**src/hdl/decoder_consts.svh**
```systemverilog
// Offsets, field positions, reset values and flag masks of the instruction decoder
`ifndef DECODER_CONSTS_SVH
`define DECODER_CONSTS_SVH
`define OFS_CTRL 12'h000
`define OFS_STATUS 12'h004
`define OFS_COUNT 12'h008
`define CTRL_BANK_MSB 3
`define CTRL_BANK_LSB 0
`define BANK_RESET 4'h0
`define ACCESS_LOW_BANK 4'h0
`define ACCESS_HIGH_BANK 4'hF
`define PFX_SECOND 4'hF
`define FLAGS_NONE 5'h00
`define FLAGS_ARITH 5'h1F
`define FLAGS_ZN 5'h14
`define FLAGS_CZN 5'h15
`define RESP_OKAY 2'h0
`define RESP_SLVERR 2'h2
`define RESP_DECERR 2'h3
`endif

```
**src/hdl/decoder_pkg.sv**
```systemverilog
// Types shared by the instruction decoder
package decoder_pkg;
    typedef enum logic [5:0] {
        op_nop, add_accumulator_file, add_accumulator_file_carry, subtract_accumulator_from_file,
        subtract_accumulator_from_file_borrow, subtract_file_from_accumulator_borrow,
        and_accumulator_file, or_accumulator_file, xor_accumulator_file, complement_file,
        decrement_skip_zero, increment_skip_zero, decrement_skip_nonzero, increment_skip_nonzero,
        compare_skip_equal, compare_skip_greater, compare_skip_less,
        rotate_left_through_carry, rotate_right_through_carry, rotate_left_no_carry,
        rotate_right_no_carry, multiply_accumulator_file, file_to_file_move,
        bit_modify, bit_test_skip, literal_operation, unconditional_relative_branch,
        relative_call, conditional_branch, absolute_jump, absolute_call, subroutine_return, op_other
    } op_type;
    typedef enum logic [1:0] {st_first, st_operand} phase_type;
    // Flag mask order: bit0 carry, 1 digit_carry_flag, 2 zero, 3 overflow_flag, 4 negative
    typedef struct packed {
        logic valid;
        op_type op;
        logic to_file;
        logic [11:0] file_addr;
        logic [2:0] bit_pos;
        logic [7:0] literal;
        logic [11:0] move_dst;
        logic [19:0] target;
        logic fast;
        logic [4:0] flags;
        logic two_word;
        logic two_cycle;
        logic cond;
        logic use_pins;
        logic clr_prescaler;
    } decode_type;
    typedef struct packed {
        phase_type phase;
        logic flush;
        logic cond_pending;
        logic [15:0] held;
        decode_type out;
        logic [3:0] bank;
        logic [31:0] count;
        logic aw_rdy;
        logic w_rdy;
        logic bvalid;
        logic [1:0] bresp;
        logic [11:0] awaddr;
        logic [31:0] wdata;
        logic [3:0] wstrb;
        logic ar_rdy;
        logic rvalid;
        logic [1:0] rresp;
        logic [31:0] rdata;
    } core_type;
endpackage : decoder_pkg

```
**src/hdl/instruction_decoder.sv**
```systemverilog
// Instruction word decoder with AXI4-Lite control and status registers
`timescale 1ns/10ps
`default_nettype none
`include "decoder_consts.svh"

// Overview of operation
// - Destination bit 0 sends result to accumulator, 1 to the file register.
// - Bank bit 0 forces the access bank; 1 uses the bank selection register.
// - Low byte is the 8-bit file address, joined with the bank choice.
// - File-to-file move is two words: 12-bit source, then 1111-prefixed 12-bit destination.
// - Bit operations carry a 3-bit bit position above the bank bit.
// - Literal operations carry an 8-bit immediate in the low byte.
// - Jump and call: target bits 7:0 in word one, 19:8 in a 1111 word.
// - Call and return carry a fast bit passed to the context-save logic.
// - Fast bit 1 saves or restores shadows; 0 leaves them untouched.
// - Relative offsets are two's complement, added to the program counter.
// - Taken branches and true tests take two cycles, second one a no-operation.
// - A lone 1111-prefixed second word executes as a no-operation.
// - Read-modify-write on a port register reads the pin levels.
// - Writes to the first timer count clear its prescaler.
// - Add and add-with-carry: one cycle, all five arithmetic flags.
// - Subtract and subtract-with-borrow from file: one cycle, all five flags.
// - Accumulator minus file with borrow: one cycle, all five flags.
// - And, or, xor, complement: one cycle, zero and negative flags only.
// - Increment/decrement skips change no flags; one cycle, more when skipping.
// - Compare skips have no destination bit and change no flags.
// - Rotates through carry touch carry, zero, negative; others zero, negative.
// - Multiply has no destination bit and changes no status flags.
module instruction_decoder #(
    parameter logic [7:0] ACCESS_SPLIT = 8'h60,
    parameter logic [11:0] TIMER_ADDR = 12'hFD6,
    parameter logic [11:0] PORT_LO = 12'hF80,
    parameter logic [11:0] PORT_HI = 12'hF8F
) (
    input wire logic aclk,
    input wire logic aresetn,
    input wire logic [11:0] awaddr,
    input wire logic awvalid,
    output logic awready,
    input wire logic [31:0] wdata,
    input wire logic [3:0] wstrb,
    input wire logic wvalid,
    output logic wready,
    output logic [1:0] bresp,
    output logic bvalid,
    input wire logic bready,
    input wire logic [11:0] araddr,
    input wire logic arvalid,
    output logic arready,
    output logic [31:0] rdata,
    output logic [1:0] rresp,
    output logic rvalid,
    input wire logic rready,
    input wire logic [15:0] instr_word,
    input wire logic instr_valid,
    input wire logic [19:0] pc_next,
    input wire logic cond_true,
    output decoder_pkg::decode_type decoded
);
    import decoder_pkg::*;

    core_type st_r;
    core_type st_nxt;
    logic clean_first;

    // --------------------------------------------------------------
    // Helpers
    // --------------------------------------------------------------
    function automatic logic [11:0] bank_addr(input logic a, input logic [7:0] f, input logic [3:0] bank);
        logic [3:0] hi;
        hi = (f < ACCESS_SPLIT) ? `ACCESS_LOW_BANK : `ACCESS_HIGH_BANK;
        bank_addr = a ? {bank, f} : {hi, f};
    endfunction : bank_addr

    function automatic logic is_port(input logic [11:0] addr);
        is_port = (addr >= PORT_LO) && (addr <= PORT_HI);
    endfunction : is_port

    function automatic decode_type decode_word(input logic [15:0] w, input logic [3:0] bank,
                                               input logic [19:0] pc);
        decode_type d;
        logic has_d;
        logic bitmod;
        d = '0;
        has_d = 1'b0;
        bitmod = 1'b0;
        d.valid = 1'b1;
        d.op = op_other;
        d.flags = `FLAGS_NONE;
        d.file_addr = bank_addr(w[8], w[7:0], bank);
        d.bit_pos = w[11:9];
        d.literal = w[7:0];
        unique casez (w[15:8])
            8'b0010_01??: begin d.op = add_accumulator_file; d.flags = `FLAGS_ARITH; has_d = 1'b1; end
            8'b0010_00??: begin d.op = add_accumulator_file_carry; d.flags = `FLAGS_ARITH; has_d = 1'b1; end
            8'b0101_11??: begin d.op = subtract_accumulator_from_file; d.flags = `FLAGS_ARITH; has_d = 1'b1; end
            8'b0101_10??: begin
                d.op = subtract_accumulator_from_file_borrow;
                d.flags = `FLAGS_ARITH;
                has_d = 1'b1;
            end
            8'b0101_01??: begin
                d.op = subtract_file_from_accumulator_borrow;
                d.flags = `FLAGS_ARITH;
                has_d = 1'b1;
            end
            8'b0001_01??: begin d.op = and_accumulator_file; d.flags = `FLAGS_ZN; has_d = 1'b1; end
            8'b0001_00??: begin d.op = or_accumulator_file; d.flags = `FLAGS_ZN; has_d = 1'b1; end
            8'b0001_10??: begin d.op = xor_accumulator_file; d.flags = `FLAGS_ZN; has_d = 1'b1; end
            8'b0001_11??: begin d.op = complement_file; d.flags = `FLAGS_ZN; has_d = 1'b1; end
            8'b0010_11??: begin d.op = decrement_skip_zero; d.cond = 1'b1; has_d = 1'b1; end
            8'b0011_11??: begin d.op = increment_skip_zero; d.cond = 1'b1; has_d = 1'b1; end
            8'b0100_11??: begin d.op = decrement_skip_nonzero; d.cond = 1'b1; has_d = 1'b1; end
            8'b0100_10??: begin d.op = increment_skip_nonzero; d.cond = 1'b1; has_d = 1'b1; end
            8'b0110_001?: begin d.op = compare_skip_equal; d.cond = 1'b1; end
            8'b0110_010?: begin d.op = compare_skip_greater; d.cond = 1'b1; end
            8'b0110_000?: begin d.op = compare_skip_less; d.cond = 1'b1; end
            8'b0011_01??: begin d.op = rotate_left_through_carry; d.flags = `FLAGS_CZN; has_d = 1'b1; end
            8'b0011_00??: begin d.op = rotate_right_through_carry; d.flags = `FLAGS_CZN; has_d = 1'b1; end
            8'b0100_01??: begin d.op = rotate_left_no_carry; d.flags = `FLAGS_ZN; has_d = 1'b1; end
            8'b0100_00??: begin d.op = rotate_right_no_carry; d.flags = `FLAGS_ZN; has_d = 1'b1; end
            8'b0000_001?: d.op = multiply_accumulator_file;
            8'b1000_????, 8'b1001_????, 8'b0111_????: begin
                d.op = bit_modify;
                bitmod = 1'b1;
            end
            8'b1010_????, 8'b1011_????: begin
                d.op = bit_test_skip;
                d.cond = 1'b1;
            end
            8'b1100_????: begin
                d.op = file_to_file_move;
                d.file_addr = w[11:0];
                d.two_word = 1'b1;
            end
            8'b1101_0???: begin
                d.op = unconditional_relative_branch;
                d.target = pc + {{9{w[10]}}, w[10:0]};
                d.two_cycle = 1'b1;
            end
            8'b1101_1???: begin
                d.op = relative_call;
                d.target = pc + {{9{w[10]}}, w[10:0]};
                d.two_cycle = 1'b1;
            end
            8'b1110_0???: begin
                d.op = conditional_branch;
                d.target = pc + {{12{w[7]}}, w[7:0]};
                d.cond = 1'b1;
            end
            8'b1110_110?: begin
                d.op = absolute_call;
                d.fast = w[8];
                d.target = {12'h000, w[7:0]};
                d.two_word = 1'b1;
            end
            8'b1110_1111: begin
                d.op = absolute_jump;
                d.target = {12'h000, w[7:0]};
                d.two_word = 1'b1;
            end
            8'b0000_1???: d.op = literal_operation;
            8'b0000_0000: begin
                if (w[7:1] == 7'h09) begin
                    d.op = subroutine_return;
                    d.fast = w[0];
                    d.two_cycle = 1'b1;
                end else if (w[7:0] == 8'h00) begin
                    d.op = op_nop;
                end
            end
            default: d.op = op_other;
        endcase
        d.to_file = has_d & w[9];
        // Source reads pins instead of the output latch on ports
        d.use_pins = (has_d | bitmod) & is_port(d.file_addr);
        d.clr_prescaler = (d.to_file | bitmod) & (d.file_addr == TIMER_ADDR);
        decode_word = d;
    endfunction : decode_word

    function automatic decode_type nop_word();
        decode_type d;
        d = '0;
        d.valid = 1'b1;
        d.op = op_nop;
        nop_word = d;
    endfunction : nop_word

    // --------------------------------------------------------------
    // Next-state logic
    // --------------------------------------------------------------
    always_comb begin
        decode_type d;
        logic [31:0] rd;
        logic [1:0] rr;
        d = '0;
        rd = 32'h0000_0000;
        rr = `RESP_OKAY;
        st_nxt = st_r;
        st_nxt.out.valid = 1'b0;
        st_nxt.out.clr_prescaler = 1'b0;
        if (instr_valid) begin
            st_nxt.count = st_r.count + 32'h0000_0001;
            st_nxt.flush = 1'b0;
            st_nxt.cond_pending = 1'b0;
            unique case (st_r.phase)
                st_first: begin
                    if (st_r.flush || (st_r.cond_pending && cond_true)) begin
                        st_nxt.out = nop_word();
                    end else if (instr_word[15:12] == `PFX_SECOND) begin
                        st_nxt.out = nop_word();
                    end else begin
                        d = decode_word(instr_word, st_r.bank, pc_next);
                        if (d.two_word) begin
                            // Hold the first word; nothing issues until its operand arrives
                            st_nxt.out = d;
                            st_nxt.out.valid = 1'b0;
                            st_nxt.held = instr_word;
                            st_nxt.phase = st_operand;
                        end else begin
                            st_nxt.out = d;
                            st_nxt.flush = d.two_cycle;
                            st_nxt.cond_pending = d.cond;
                        end
                    end
                end
                st_operand: begin
                    st_nxt.phase = st_first;
                    if (instr_word[15:12] == `PFX_SECOND) begin
                        st_nxt.out.valid = 1'b1;
                        if (st_r.out.op == file_to_file_move) begin
                            st_nxt.out.move_dst = instr_word[11:0];
                            st_nxt.out.clr_prescaler = (instr_word[11:0] == TIMER_ADDR);
                        end else begin
                            st_nxt.out.target = {instr_word[11:0], st_r.held[7:0]};
                        end
                    end else begin
                        // Broken pair: drop the first word rather than guess an operand
                        st_nxt.out = nop_word();
                    end
                end
            endcase
        end
        // Write channel: address and data taken in either order
        if (awvalid && st_r.aw_rdy) begin
            st_nxt.aw_rdy = 1'b0;
            st_nxt.awaddr = awaddr;
        end
        if (wvalid && st_r.w_rdy) begin
            st_nxt.w_rdy = 1'b0;
            st_nxt.wdata = wdata;
            st_nxt.wstrb = wstrb;
        end
        if (!st_r.aw_rdy && !st_r.w_rdy && !st_r.bvalid) begin
            st_nxt.bvalid = 1'b1;
            unique case (st_r.awaddr)
                `OFS_CTRL: begin
                    st_nxt.bresp = `RESP_OKAY;
                    if (st_r.wstrb[0]) begin
                        st_nxt.bank = st_r.wdata[`CTRL_BANK_MSB:`CTRL_BANK_LSB];
                    end
                end
                `OFS_STATUS, `OFS_COUNT: st_nxt.bresp = `RESP_SLVERR;
                default: st_nxt.bresp = `RESP_DECERR;
            endcase
        end
        if (st_r.bvalid && bready) begin
            st_nxt.bvalid = 1'b0;
            st_nxt.aw_rdy = 1'b1;
            st_nxt.w_rdy = 1'b1;
        end
        // Read channel: one word answered the cycle after the address
        unique case (araddr)
            `OFS_CTRL: rd = {28'h000_0000, st_r.bank};
            `OFS_STATUS: rd = {21'h00_0000, st_r.cond_pending, st_r.flush, st_r.phase, 1'b0, st_r.out.op};
            `OFS_COUNT: rd = st_r.count;
            default: rr = `RESP_DECERR;
        endcase
        if (arvalid && st_r.ar_rdy) begin
            st_nxt.ar_rdy = 1'b0;
            st_nxt.rvalid = 1'b1;
            st_nxt.rdata = rd;
            st_nxt.rresp = rr;
        end
        if (st_r.rvalid && rready) begin
            st_nxt.rvalid = 1'b0;
            st_nxt.ar_rdy = 1'b1;
        end
    end

    // --------------------------------------------------------------
    // State register
    // --------------------------------------------------------------
    always_ff @(posedge aclk) begin
        if (!aresetn) begin
            st_r <= '0;
            st_r.phase <= st_first;
            st_r.bank <= `BANK_RESET;
            st_r.aw_rdy <= 1'b1;
            st_r.w_rdy <= 1'b1;
            st_r.ar_rdy <= 1'b1;
        end else begin
            st_r <= st_nxt;
        end
    end

    assign awready = st_r.aw_rdy;
    assign wready = st_r.w_rdy;
    assign bvalid = st_r.bvalid;
    assign bresp = st_r.bresp;
    assign arready = st_r.ar_rdy;
    assign rvalid = st_r.rvalid;
    assign rdata = st_r.rdata;
    assign rresp = st_r.rresp;
    assign decoded = st_r.out;

    assign clean_first = instr_valid && (st_r.phase == st_first) && !st_r.flush
                         && !(st_r.cond_pending && cond_true) && (instr_word[15:12] != `PFX_SECOND);
endmodule : instruction_decoder
`default_nettype wire

```
**config.mk**
```make
export PLATFORM = sky130hd
export DESIGN_NAME = instruction_decoder
export DESIGN_NICKNAME = d
export VERILOG_FILES = /design/src/hdl/decoder_pkg.sv /design/src/hdl/instruction_decoder.sv
export VERILOG_INCLUDE_DIRS = /design/src /design/src/hdl
export SDC_FILE = /design/constraint.sdc
export NUM_CORES = 1
export LEC_CHECK = 0
export BUFFER_PORTS_ARGS = -buffer_cell sky130_fd_sc_hd__clkbuf_2
export CORE_ASPECT_RATIO = 2
export CORE_MARGIN = 2
export CORE_UTILIZATION = 45
export CTS_CLUSTER_SIZE = 20
export DETAILED_ROUTE_END_ITERATION = 10
export PLACE_DENSITY = 0.69
export SLEW_MARGIN = 40
export SYNTH_ARGS = -nofsm -noshare
export SYNTH_HDL_FRONTEND = slang
export SYNTH_SLANG_ARGS = --single-unit
```
**constraint.sdc**
```tcl
create_clock -name aclk -period 5.8 [get_ports aclk]
set_input_delay 1.16 -clock aclk [delete_from_list [all_inputs] [get_ports aclk]]
set_output_delay 1.16 -clock aclk [all_outputs]
set_load 0.01 [all_outputs]
```
### Word level (Yosys, flattened, before mapping)

Cells that the tools add are included.

* input bits: 105
* register bits: 188
* word-level logic and storage cells: 187

* multiplexer cells: 53
* add/subtract/negate cells: 3
* reduce and logical (&&, ||, !) cells: 39
* eq/ne operators: 49
* bitwise gates (word level): 8
* order comparisons: 3

Operators by type and width (number)
* 74-bit 2-to-1 mux: 3
* 6-bit case mux with 31 select lines: 1
* 74-bit case mux with 2 select lines: 1
* 32-bit case mux with 3 select lines: 1
* 12-bit 2-to-1 mux: 7
* 20-bit 2-to-1 mux: 3
* 20-bit case mux with 3 select lines: 1
* 6-bit by 5-bit == test with 1-bit output (second input constant): 8
* 20-bit adder: 2
* 6-bit by 4-bit == test with 1-bit output (second input constant): 6
* 32-bit by 1-bit adder with 32-bit output (second input constant): 1
* 32-bit 2-to-1 mux: 1
* 30-bit 2-to-1 mux: 1
* 12-bit == test (second input constant): 2
* 12-bit by 3-bit == test with 1-bit output (second input constant): 2
* 12-bit by 4-bit == test with 1-bit output (second input constant): 2
* 4-bit == test (second input constant): 6
* 6-bit by 3-bit == test with 1-bit output (second input constant): 4
* 12-bit logical NOT: 2
* 7-bit by 6-bit == test with 1-bit output (second input constant): 3
* 1-bit 2-to-1 mux: 20
* 18-bit 2-to-1 mux: 1
* 17-bit OR reduction: 1
* 8-bit logical NOT: 2
* 37 further kinds: 74

### Longest topological paths before layout

Gate-level depths: netlist (run 1).

* depth in word-level cells: 15
* depth in mapped cells: 12

### Worst setup path before layout (run 1)

Ideal clock, no wire load.

* path kind: input to register
* start: input port instr_word[11]
* end: register st_r (netlist bit decoded[30])
* path buffers: 0
* arrival: 3.828 ns
* setup slack: 1.877 ns
* setup time: 0.095 ns
* stages: 10
* path through: or2_2 -> or3_1 -> mux2i_1 -> inv_1 -> ha_1 -> nand4_1 -> a211oi_1 -> o2111ai_1 -> a2111o_1 -> o311ai_1

* cells in the longest elaborated chain, start to end: 7
* elaborated cells between the ends (all ways): 14

RTL lines
* start: declaration: line instruction_decoder.sv:54 `input wire logic [15:0] instr_word,`
* 8-bit == test (tied with other cells): line instruction_decoder.sv:93 `unique casez (w[15:8])`
* 2-bit OR reduction (no line)
* 20-bit case mux with 3 select lines: line instruction_decoder.sv:93
* 74-bit 2-to-1 mux: line instruction_decoder.sv:214 `if (d.two_word) begin`
* 74-bit 2-to-1 mux: line instruction_decoder.sv:210 `` end else if (instr_word[15:12] == `PFX_SECOND) begin ``
* 74-bit 2-to-1 mux: line instruction_decoder.sv:208 `if (st_r.flush || (st_r.cond_pending && cond_true)) begin`
* 74-bit case mux with 2 select lines *: line instruction_decoder.sv:206 `unique case (st_r.phase)`
* end signal: assignment: line instruction_decoder.sv:303 `st_r <= st_nxt;`
* end: declaration: line instruction_decoder.sv:62 `core_type st_r;`

Mark *: on every way between the ends. The rest lies on a longest branch, timed or not. The select of a mux whose other input is x is not followed.
A chain may end at the register's enable or synchronous reset.

### Worst setup path in the final report (run 1)

* start: input port instr_word[13]
* end: register st_r (netlist bit decoded[30])

* cells in the longest elaborated chain, start to end: 7
* elaborated cells between the ends (all ways): 16

RTL lines (line)
* 8-bit == test (tied with other cells): instruction_decoder.sv:93
* 2-bit OR reduction (no line)
* 20-bit case mux with 3 select lines: instruction_decoder.sv:93
* 74-bit 2-to-1 mux: instruction_decoder.sv:214
* 74-bit 2-to-1 mux: instruction_decoder.sv:210
* 74-bit 2-to-1 mux: instruction_decoder.sv:208
* 74-bit case mux with 2 select lines: instruction_decoder.sv:206

Parallel ways exist; a longest one is shown, timed or not.

==> results of run 1 <==
through the flow:
step	area (um^2)	instances	hold WS (ns)	util	setup WS (ns)
after floorplan	9300	1137	0.4263	-	1.877
after global placement	9547	1422	0.4424	0.4687	1.059
after detailed placement	9552	1422	0.4492	0.4689	1.055
after CTS	10100	1454	0.4582	0.4958	1.508
after global routing	10100	1454	0.4725	0.4958	1.148
final	10100	1454	0.4559	0.4958	1.407
area by class of cell:
class,instances,area [um^2],share of cell area
multi-input cells,764,4725,0.4678
flip-flops and latches,168,3363,0.3330
repair buffers,202,1046,0.1036
clock buffers,19,452.9,0.04485
well taps,266,332.8,0.03296
clock inverters,13,93.84,0.009293
inverters,22,85.08,0.008425
sequential cells by signal, indices dropped and copies added, names as in the netlist:
name     count
decoded     64
st_r        64
rdata       32
bresp        2
arready      1
awready      1
bvalid       1
rresp        1
rvalid       1
wready       1
worst min path at each step:
| stage | startpoint | endpoint | slack [ns] | cells past startpoint |
|---|---|---|---|---|
| after floorplan | decoded[1] | decoded[1] | 0.43 | 2 |
| after global placement | st_r[36] | st_r[36] | 0.44 | 2 |
| after detailed placement | st_r[81] | st_r[81] | 0.45 | 2 |
| after CTS | st_r[81] | st_r[81] | 0.46 | 2 |
| after global routing | st_r[81] | st_r[81] | 0.47 | 2 |
| final | st_r[81] | st_r[81] | 0.46 | 2 |
critical path, delay by kind of cell:
family | cells | cell delay [ns]
AOI/OAI and AO/OA | 4 | 1.35
adders and majority gates | 1 | 0.47
buffers and inverters | 3 | 0.86
muxes | 1 | 0.25
and+or+nand+nor | 2 | 0.63
Yosys cell counts (5+ instances only):
cell type	count	share of area
sky130_fd_sc_hd__and4_1	5	0.0047
sky130_fd_sc_hd__a222oi_1	5	0.0054
sky130_fd_sc_hd__a211oi_1	14	0.011
sky130_fd_sc_hd__clkbuf_1	58	0.023
sky130_fd_sc_hd__nand2b_1	7	0.0047
sky130_fd_sc_hd__nor4_2	6	0.0081
sky130_fd_sc_hd__nor2b_1	12	0.0081
sky130_fd_sc_hd__xor2_1	18	0.017
sky130_fd_sc_hd__o211ai_1	12	0.0097
sky130_fd_sc_hd__a21oi_1	84	0.045
sky130_fd_sc_hd__mux2i_1	19	0.020
sky130_fd_sc_hd__a22o_1	6	0.0057
sky130_fd_sc_hd__nand2_1	83	0.033
sky130_fd_sc_hd__inv_1	21	0.0085
sky130_fd_sc_hd__o21ai_0	44	0.024
sky130_fd_sc_hd__nor2_1	156	0.063
sky130_fd_sc_hd__nand3_1	23	0.012
sky130_fd_sc_hd__xnor2_1	22	0.021
sky130_fd_sc_hd__a22oi_1	61	0.049
sky130_fd_sc_hd__or3_1	7	0.0047
sky130_fd_sc_hd__buf_2	8	0.0043
sky130_fd_sc_hd__ha_1	22	0.030
sky130_fd_sc_hd__a21o_1	13	0.010
sky130_fd_sc_hd__buf_4	110	0.089
sky130_fd_sc_hd__and2_1	9	0.0061
sky130_fd_sc_hd__nor3_1	15	0.0081
sky130_fd_sc_hd__nand4_1	16	0.011
sky130_fd_sc_hd__and3_1	10	0.0067
sky130_fd_sc_hd__nor4_1	8	0.0054
sky130_fd_sc_hd__dfxtp_1	168	0.36
sky130_fd_sc_hd__a31oi_1	7	0.0047
layer usage:
metal,wire [um],global-route usage,vias up
met3,1261,0.05055,64
met5,0,0,-
li1,-,-,4029
met2,14280,0.4429,279
met4,1137,0.1175,0
met1,9468,0.2446,3881
kinds of logic (layout without fill, tap and decap cells):
| kind of cell | count (synthesis) | count (layout) | synth area share |
|---|---|---|---|
| buffers and inverters | 205 | 256 | 0.1309 |
| DFF | 168 | 168 | 0.3616 |
| AOI/OAI and AO/OA | 296 | 296 | 0.2119 |
| xor gates and xnor gates | 40 | 40 | 0.03767 |
| muxes | 21 | 21 | 0.02287 |
| adders and majority gates | 23 | 23 | 0.03175 |
| and+or+nand+nor | 384 | 384 | 0.2033 |
power by group:
group          leakage (uW)  total [uW]  switching, uW  internal, uW
Sequential          0.00136        1210           24.6          1180
Clock              0.000262        1070            496           572
Combinational       0.00248         369            233           136
==> load_flow_metrics.sql, run 1 <==
INSERT INTO impl_metrics (metric_group, metric, value, unit) VALUES
('critical_path', 'worst-endpoint-required', '6.15', 'ns'),
('timing', 'final_hold_fails', '0', ''),
('cts', 'insertion_delay', '0.44', 'ns'),
('synth', 'post_synth.cell_area_avg', '8.180', 'um^2'),
('routing', 'drc_errors', '0', ''),
('synth', 'number_of_instances_in_the_synthesized_netlist', '1137', ''),
('timing', 'finalClockSkew', '0.008793', 'ns'),
('status', 'outcome', 'finished clean', ''),
('cts', 'cts_tree', 'built', ''),
('synth', 'number_of_distinct_library_cells_after_synthesis', '76', ''),
('die', 'core-area', '20370', 'um^2'),
('routing', 'detail_route.iter0.violations', '447', ''),
('global_route', 'number_of_global_route_vias_before_repair', '8023', ''),
('power_and_ir_drop', 'leakage', '0.004108', 'uW'),
('die', 'rows', '74', ''),
('cts', 'cts.root.buffer_cell', 'sky130_fd_sc_hd__clkbuf_16', ''),
('routing', 'postRouteAntennaNets', '0', ''),
('die', 'number_of_placed_i_o_pins', '220', ''),
('critical_path', 'worst-r2r-cell-count', '5', ''),
('synth', 'syn-cell-area', '9300', 'um^2'),
('synth', 'synth_edf_count', '0', ''),
('synth', 'flip_flop_and_latch_count_after_synthesis', '168', ''),
('power_and_ir_drop', 'total_power', '2646', 'uW'),
('critical_path', 'cpMaxStageDelayCell', 'sky130_fd_sc_hd__o221ai_1', ''),
('routing', 'finalWirelength', '26.15', 'mm'),
('timing', 'setup_total_negative_slack', '0', 'ns'),
('synth', 'seq_area_frac_synth', '0.3616', ''),
('min_path', 'class_of_the_tightest_hold_or_removal_check', 'reg2reg', ''),
('power_and_ir_drop', 'power.density_cell_area', '262.0', 'nW/um^2'),
('global_route', 'antenna_found_initial', '0', ''),
('global_route', 'grtUsageTotal', '0.2373', ''),
('critical_path', 'worst_setup_path_start', 'instr_word[13]', ''),
('cts', 'number_of_buffers_between_clock_root_and_the_deepest_sink', '2', ''),
('routing', 'vias_per_cell', '5.676', ''),
('critical_path', 'timing.critical_path.mode_cell', 'sky130_fd_sc_hd__inv_1', ''),
('routing', 'wire_per_inst', '17.99', 'um'),
('timing', 'slew_headroom', '0.4472', ''),
('critical_path', 'endpoint', 'decoded[30]', ''),
('die', 'dieArea', '21900', 'um^2'),
('timing', 'period_minus_slack', '4.393', 'ns'),
('cells_and_area', 'area_growth_syn_to_layout', '8.583', '%'),
('critical_path', 'start_kind', 'input pin', ''),
('cts', 'post_cts_hold_buffer_count', '0', ''),
('cts', 'numCtsBuffers', '17', ''),
('cts', 'htree_levels', '4', ''),
('timing', 'timing_worst_slew_pin_value', '0.8261', 'ns'),
('cells_and_area', 'drive_gt1_frac', '0.2189', ''),
('critical_path', 'cp.arrival', '4.74', 'ns'),
('critical_path', 'critical_path.max_fanout', '24', ''),
('cells_and_area', 'commonest_cells_after_routing_fill_and_taps_aside', '188 x sky130_fd_sc_hd__clkbuf_2, 168 x sky130_fd_sc_hd__dfxtp_1, 155 x sky130_fd_sc_hd__nor2_1, 84 x sky130_fd_sc_hd__a21oi_1, 82 x sky130_fd_sc_hd__nand2_1', ''),
('cells_and_area', 'fillerInstances', '2056', ''),
('synth', 'synth_flop_cell', 'sky130_fd_sc_hd__dfxtp_1', ''),
('place', 'buffer_ports.inserted', '188', ''),
('die', 'floorplan.initialDensity', '0.4566', ''),
('global_route', 'globalRouteOverflowTotal', '0', ''),
('die', 'chipHeight', '207.3', 'um'),
('cts', 'clock-sinks', '168', ''),
('routing', 'detailedRoute.firstPassIterationCount', '6', ''),
('place', 'gpl.final_weighted_congestion', '0.9358', ''),
('critical_path', 'r2r_setup_slack', '3.33', 'ns'),
('cells_and_area', 'finish.net_count', '1303', ''),
('job', 'cap_violations', '0', ''),
('critical_path', 'worstReg2RegEnd', 'decoded[30]', ''),
('timing', 'final_slew_violations', '0', ''),
('timing', 'final.period_utilization', '0.7575', ''),
('routing', 'route.vias.total', '8253', ''),
('cts', 'cts_post_setup_buffers_inserted', '0', ''),
('global_route', 'grt_first_pass_wirelength', '41.59', 'mm'),
('place', 'dp_hpwl', '19.42', 'mm'),
('timing', 'timing.final.setup_violations', '0', ''),
('cells_and_area', 'mostFrequentLayoutCell', 'sky130_fd_sc_hd__clkbuf_2', '');
(Power assumes the default switching activity.)
==> run 2, diff against run 1 <==
--- a/config.mk
+++ b/config.mk
@@ -12,7 +12,7 @@
 export CORE_UTILIZATION = 45
 export CTS_CLUSTER_SIZE = 20
 export DETAILED_ROUTE_END_ITERATION = 10
-export PLACE_DENSITY = 0.69
+export PLACE_DENSITY = 0.71
 export SLEW_MARGIN = 40
 export SYNTH_ARGS = -nofsm -noshare
 export SYNTH_HDL_FRONTEND = slang
==> constraint.sdc (replaced) <==
create_clock -name aclk -period 3.87 [get_ports aclk]
set_input_delay 0.774 -clock aclk [delete_from_list [all_inputs] [get_ports aclk]]
set_output_delay 0.774 -clock aclk [all_outputs]
set_load 0.01 [all_outputs]
==> load_flow_metrics.sql, run 2 (synthesis results as in run 1) <==
INSERT INTO impl_metrics (metric_group, metric, value, unit) VALUES
('timing', 'slew_headroom', '0.5098', ''),
('critical_path', 'critPathKind', 'in2reg', ''),
('cts', 'number_of_buffers_between_clock_root_and_the_deepest_sink', '2', ''),
('die', 'dieArea', '21900', 'um^2'),
('cts', 'cts_post_setup_buffers_inserted', '0', ''),
('cts', 'numCtsBuffers', '17', ''),
('timing', 'rsz_0062_raised_after_global_routing', 'false', ''),
('routing', 'vias_per_cell', '5.678', ''),
('power_and_ir_drop', 'pwr-share-clk', '0.421', ''),
('cts', 'insertion_delay', '0.43', 'ns'),
('power_and_ir_drop', 'netSwitchingFraction', '0.2646', ''),
('critical_path', 'start_kind', 'input pin', ''),
('timing', 'finalClockSkew', '0.01319', 'ns'),
('die', 'core-area', '20370', 'um^2'),
('timing', 'achievable-frequency', '292.3', 'MHz'),
('min_path', 'holdPathStages', '2', ''),
('timing', 'final_slew_violations', '0', ''),
('die', 'chipHeight', '207.3', 'um'),
('cts', 'htree_levels', '4', ''),
('cells_and_area', 'mostFrequentLayoutCell', 'sky130_fd_sc_hd__clkbuf_2', ''),
('cells_and_area', 'area_growth_syn_to_layout', '10.90', '%'),
('die', 'number_of_placed_i_o_pins', '220', ''),
('routing', 'postRouteAntennaNets', '0', ''),
('place', 'buffer_ports.inserted', '188', ''),
('global_route', 'grt_first_pass_wirelength', '41.30', 'mm'),
('power_and_ir_drop', 'leakage', '0.004243', 'uW'),
('routing', 'drc_errors', '0', ''),
('critical_path', 'worst-endpoint-required', '4.20', 'ns'),
('routing', 'wire_per_inst', '17.79', 'um'),
('global_route', 'globalRouteOverflowTotal', '0', ''),
('die', 'floorplan.initialDensity', '0.4566', ''),
('timing', 'timing_worst_slew_pin_value', '0.7276', 'ns'),
('place', 'dp_hpwl', '19.50', 'mm'),
('routing', 'route.vias.total', '8387', ''),
('cts', 'clk_pin_slew', '0.06', 'ns'),
('global_route', 'antenna_found_initial', '1', ''),
('cts', 'cts.root.buffer_cell', 'sky130_fd_sc_hd__clkbuf_16', ''),
('min_path', 'class_of_the_tightest_hold_or_removal_check', 'reg2reg', ''),
('power_and_ir_drop', 'vdd.ir_drop.worst', '323.1', 'uV'),
('critical_path', 'critical_path.max_fanout', '5', ''),
('min_path', 'hold_path.startpoint', 'st_r[77]', ''),
('power_and_ir_drop', 'total_power', '4124', 'uW'),
('global_route', 'grt_max_degree', '69', ''),
('critical_path', 'worst-r2r-cell-count', '7', ''),
('cts', 'cts_tree', 'built', ''),
('global_route', 'grtUsageTotal', '0.2358', ''),
('power_and_ir_drop', 'pwr-share-seq', '0.440', ''),
('timing', 'final_hold_fails', '0', ''),
('cells_and_area', 'drive_gt1_frac', '0.2289', ''),
('cts', 'cts_resized', '0', ''),
('timing', 'setup_total_negative_slack', '0', 'ns'),
('cts', 'post_cts_hold_buffer_count', '0', ''),
('routing', 'finalWirelength', '26.28', 'mm'),
('cells_and_area', 'commonest_cells_after_routing_fill_and_taps_aside', '188 x sky130_fd_sc_hd__clkbuf_2, 168 x sky130_fd_sc_hd__dfxtp_1, 156 x sky130_fd_sc_hd__nor2_1, 84 x sky130_fd_sc_hd__a21oi_1, 82 x sky130_fd_sc_hd__nand2_1', ''),
('power_and_ir_drop', 'power.switching', '1091', 'uW'),
('critical_path', 'cp.arrival', '3.75', 'ns'),
('routing', 'detail_route.iter0.violations', '496', ''),
('routing', 'detailedRoute.firstPassIterationCount', '6', ''),
('timing', 'period_minus_slack', '3.421', 'ns'),
('power_and_ir_drop', 'power.density_cell_area', '399.9', 'nW/um^2'),
('critical_path', 'r2r-start', 'st_r[217]', ''),
('place', 'gpl.final_weighted_congestion', '0.9135', ''),
('status', 'outcome', 'finished clean', ''),
('timing', 'final.period_utilization', '0.8839', ''),
('timing', 'timing.final.setup_violations', '0', ''),
('job', 'cap_violations', '0', ''),
('global_route', 'number_of_global_route_vias_before_repair', '8137', ''),
('cts', 'clock-sinks', '168', ''),
('die', 'rows', '74', ''),
('power_and_ir_drop', 'power_report.internal_total', '3033', 'uW'),
('cells_and_area', 'finish.net_count', '1325', ''),
('power_and_ir_drop', 'power.share.combinational', '0.139', ''),
('critical_path', 'timing.critical_path.to_type', 'flop', ''),
('critical_path', 'worst_setup_path_start', 'instr_word[11]', ''),
('die', 'die-width', '105.7', 'um');
-- run 2: cell type report --
type	instances	area [um^2]
fillers	1981	10060
multi-input cells	764	4722
flip-flops and latches	168	3363
repair buffers	224	1211
clock buffers	22	454.2
well taps	266	332.8
clock inverters	10	142.6
inverters	22	85.08
diodes	1	2.502
-- run 2: through the flow --
stage                     instance area (um^2)  worst slack, ns  hold WS, ns    util  cells
after floorplan                           9300           0.3329       0.4263       -   1137
after global placement                    9712          0.07850       0.4395  0.4768   1444
after detailed placement                  9712          0.04146       0.4462  0.4768   1444
after CTS                                10310           0.4940       0.4553  0.5061   1476
after global routing                     10310           0.2687       0.4757  0.5063   1477
final                                    10310           0.4494       0.4554  0.5063   1477
-- run 2: worst max-delay path, stage by stage --
cell and delay [ns]:
sky130_fd_sc_hd__clkbuf_2 0.09, sky130_fd_sc_hd__or2_2 0.31, sky130_fd_sc_hd__or3_1 0.49, sky130_fd_sc_hd__mux2i_1 0.27, sky130_fd_sc_hd__inv_1 0.16, sky130_fd_sc_hd__ha_1 0.36, sky130_fd_sc_hd__nand4_1 0.11, sky130_fd_sc_hd__o221ai_1 0.44
sky130_fd_sc_hd__o2111ai_1 0.26, sky130_fd_sc_hd__a2111o_1 0.41, sky130_fd_sc_hd__o311ai_1 0.08
-- run 2: power groups by stage --
stage	clock network, uW	registers, uW	logic (uW)
after floorplan	0	1840	412
after global placement	0	1850	563
after detailed placement	0	1850	567
after CTS	1780	1810	571
after global routing	1840	1820	629
final	1740	1810	574
-- run 2: final timing paths --
kind | endpoint | slack (ns)
worst max-delay path | decoded[30] | 0.45
worst min-delay path | st_r[77] | 0.46
worst max register to register | st_r[203] | 1.52
worst min register to register | st_r[77] | 0.46
-- run 2: metal layers --
metal,part of all wire,GRT usage
met5,0,0
met4,0.039,0.1157
met3,0.046,0.04144
met2,0.55,0.4463
met1,0.37,0.2437
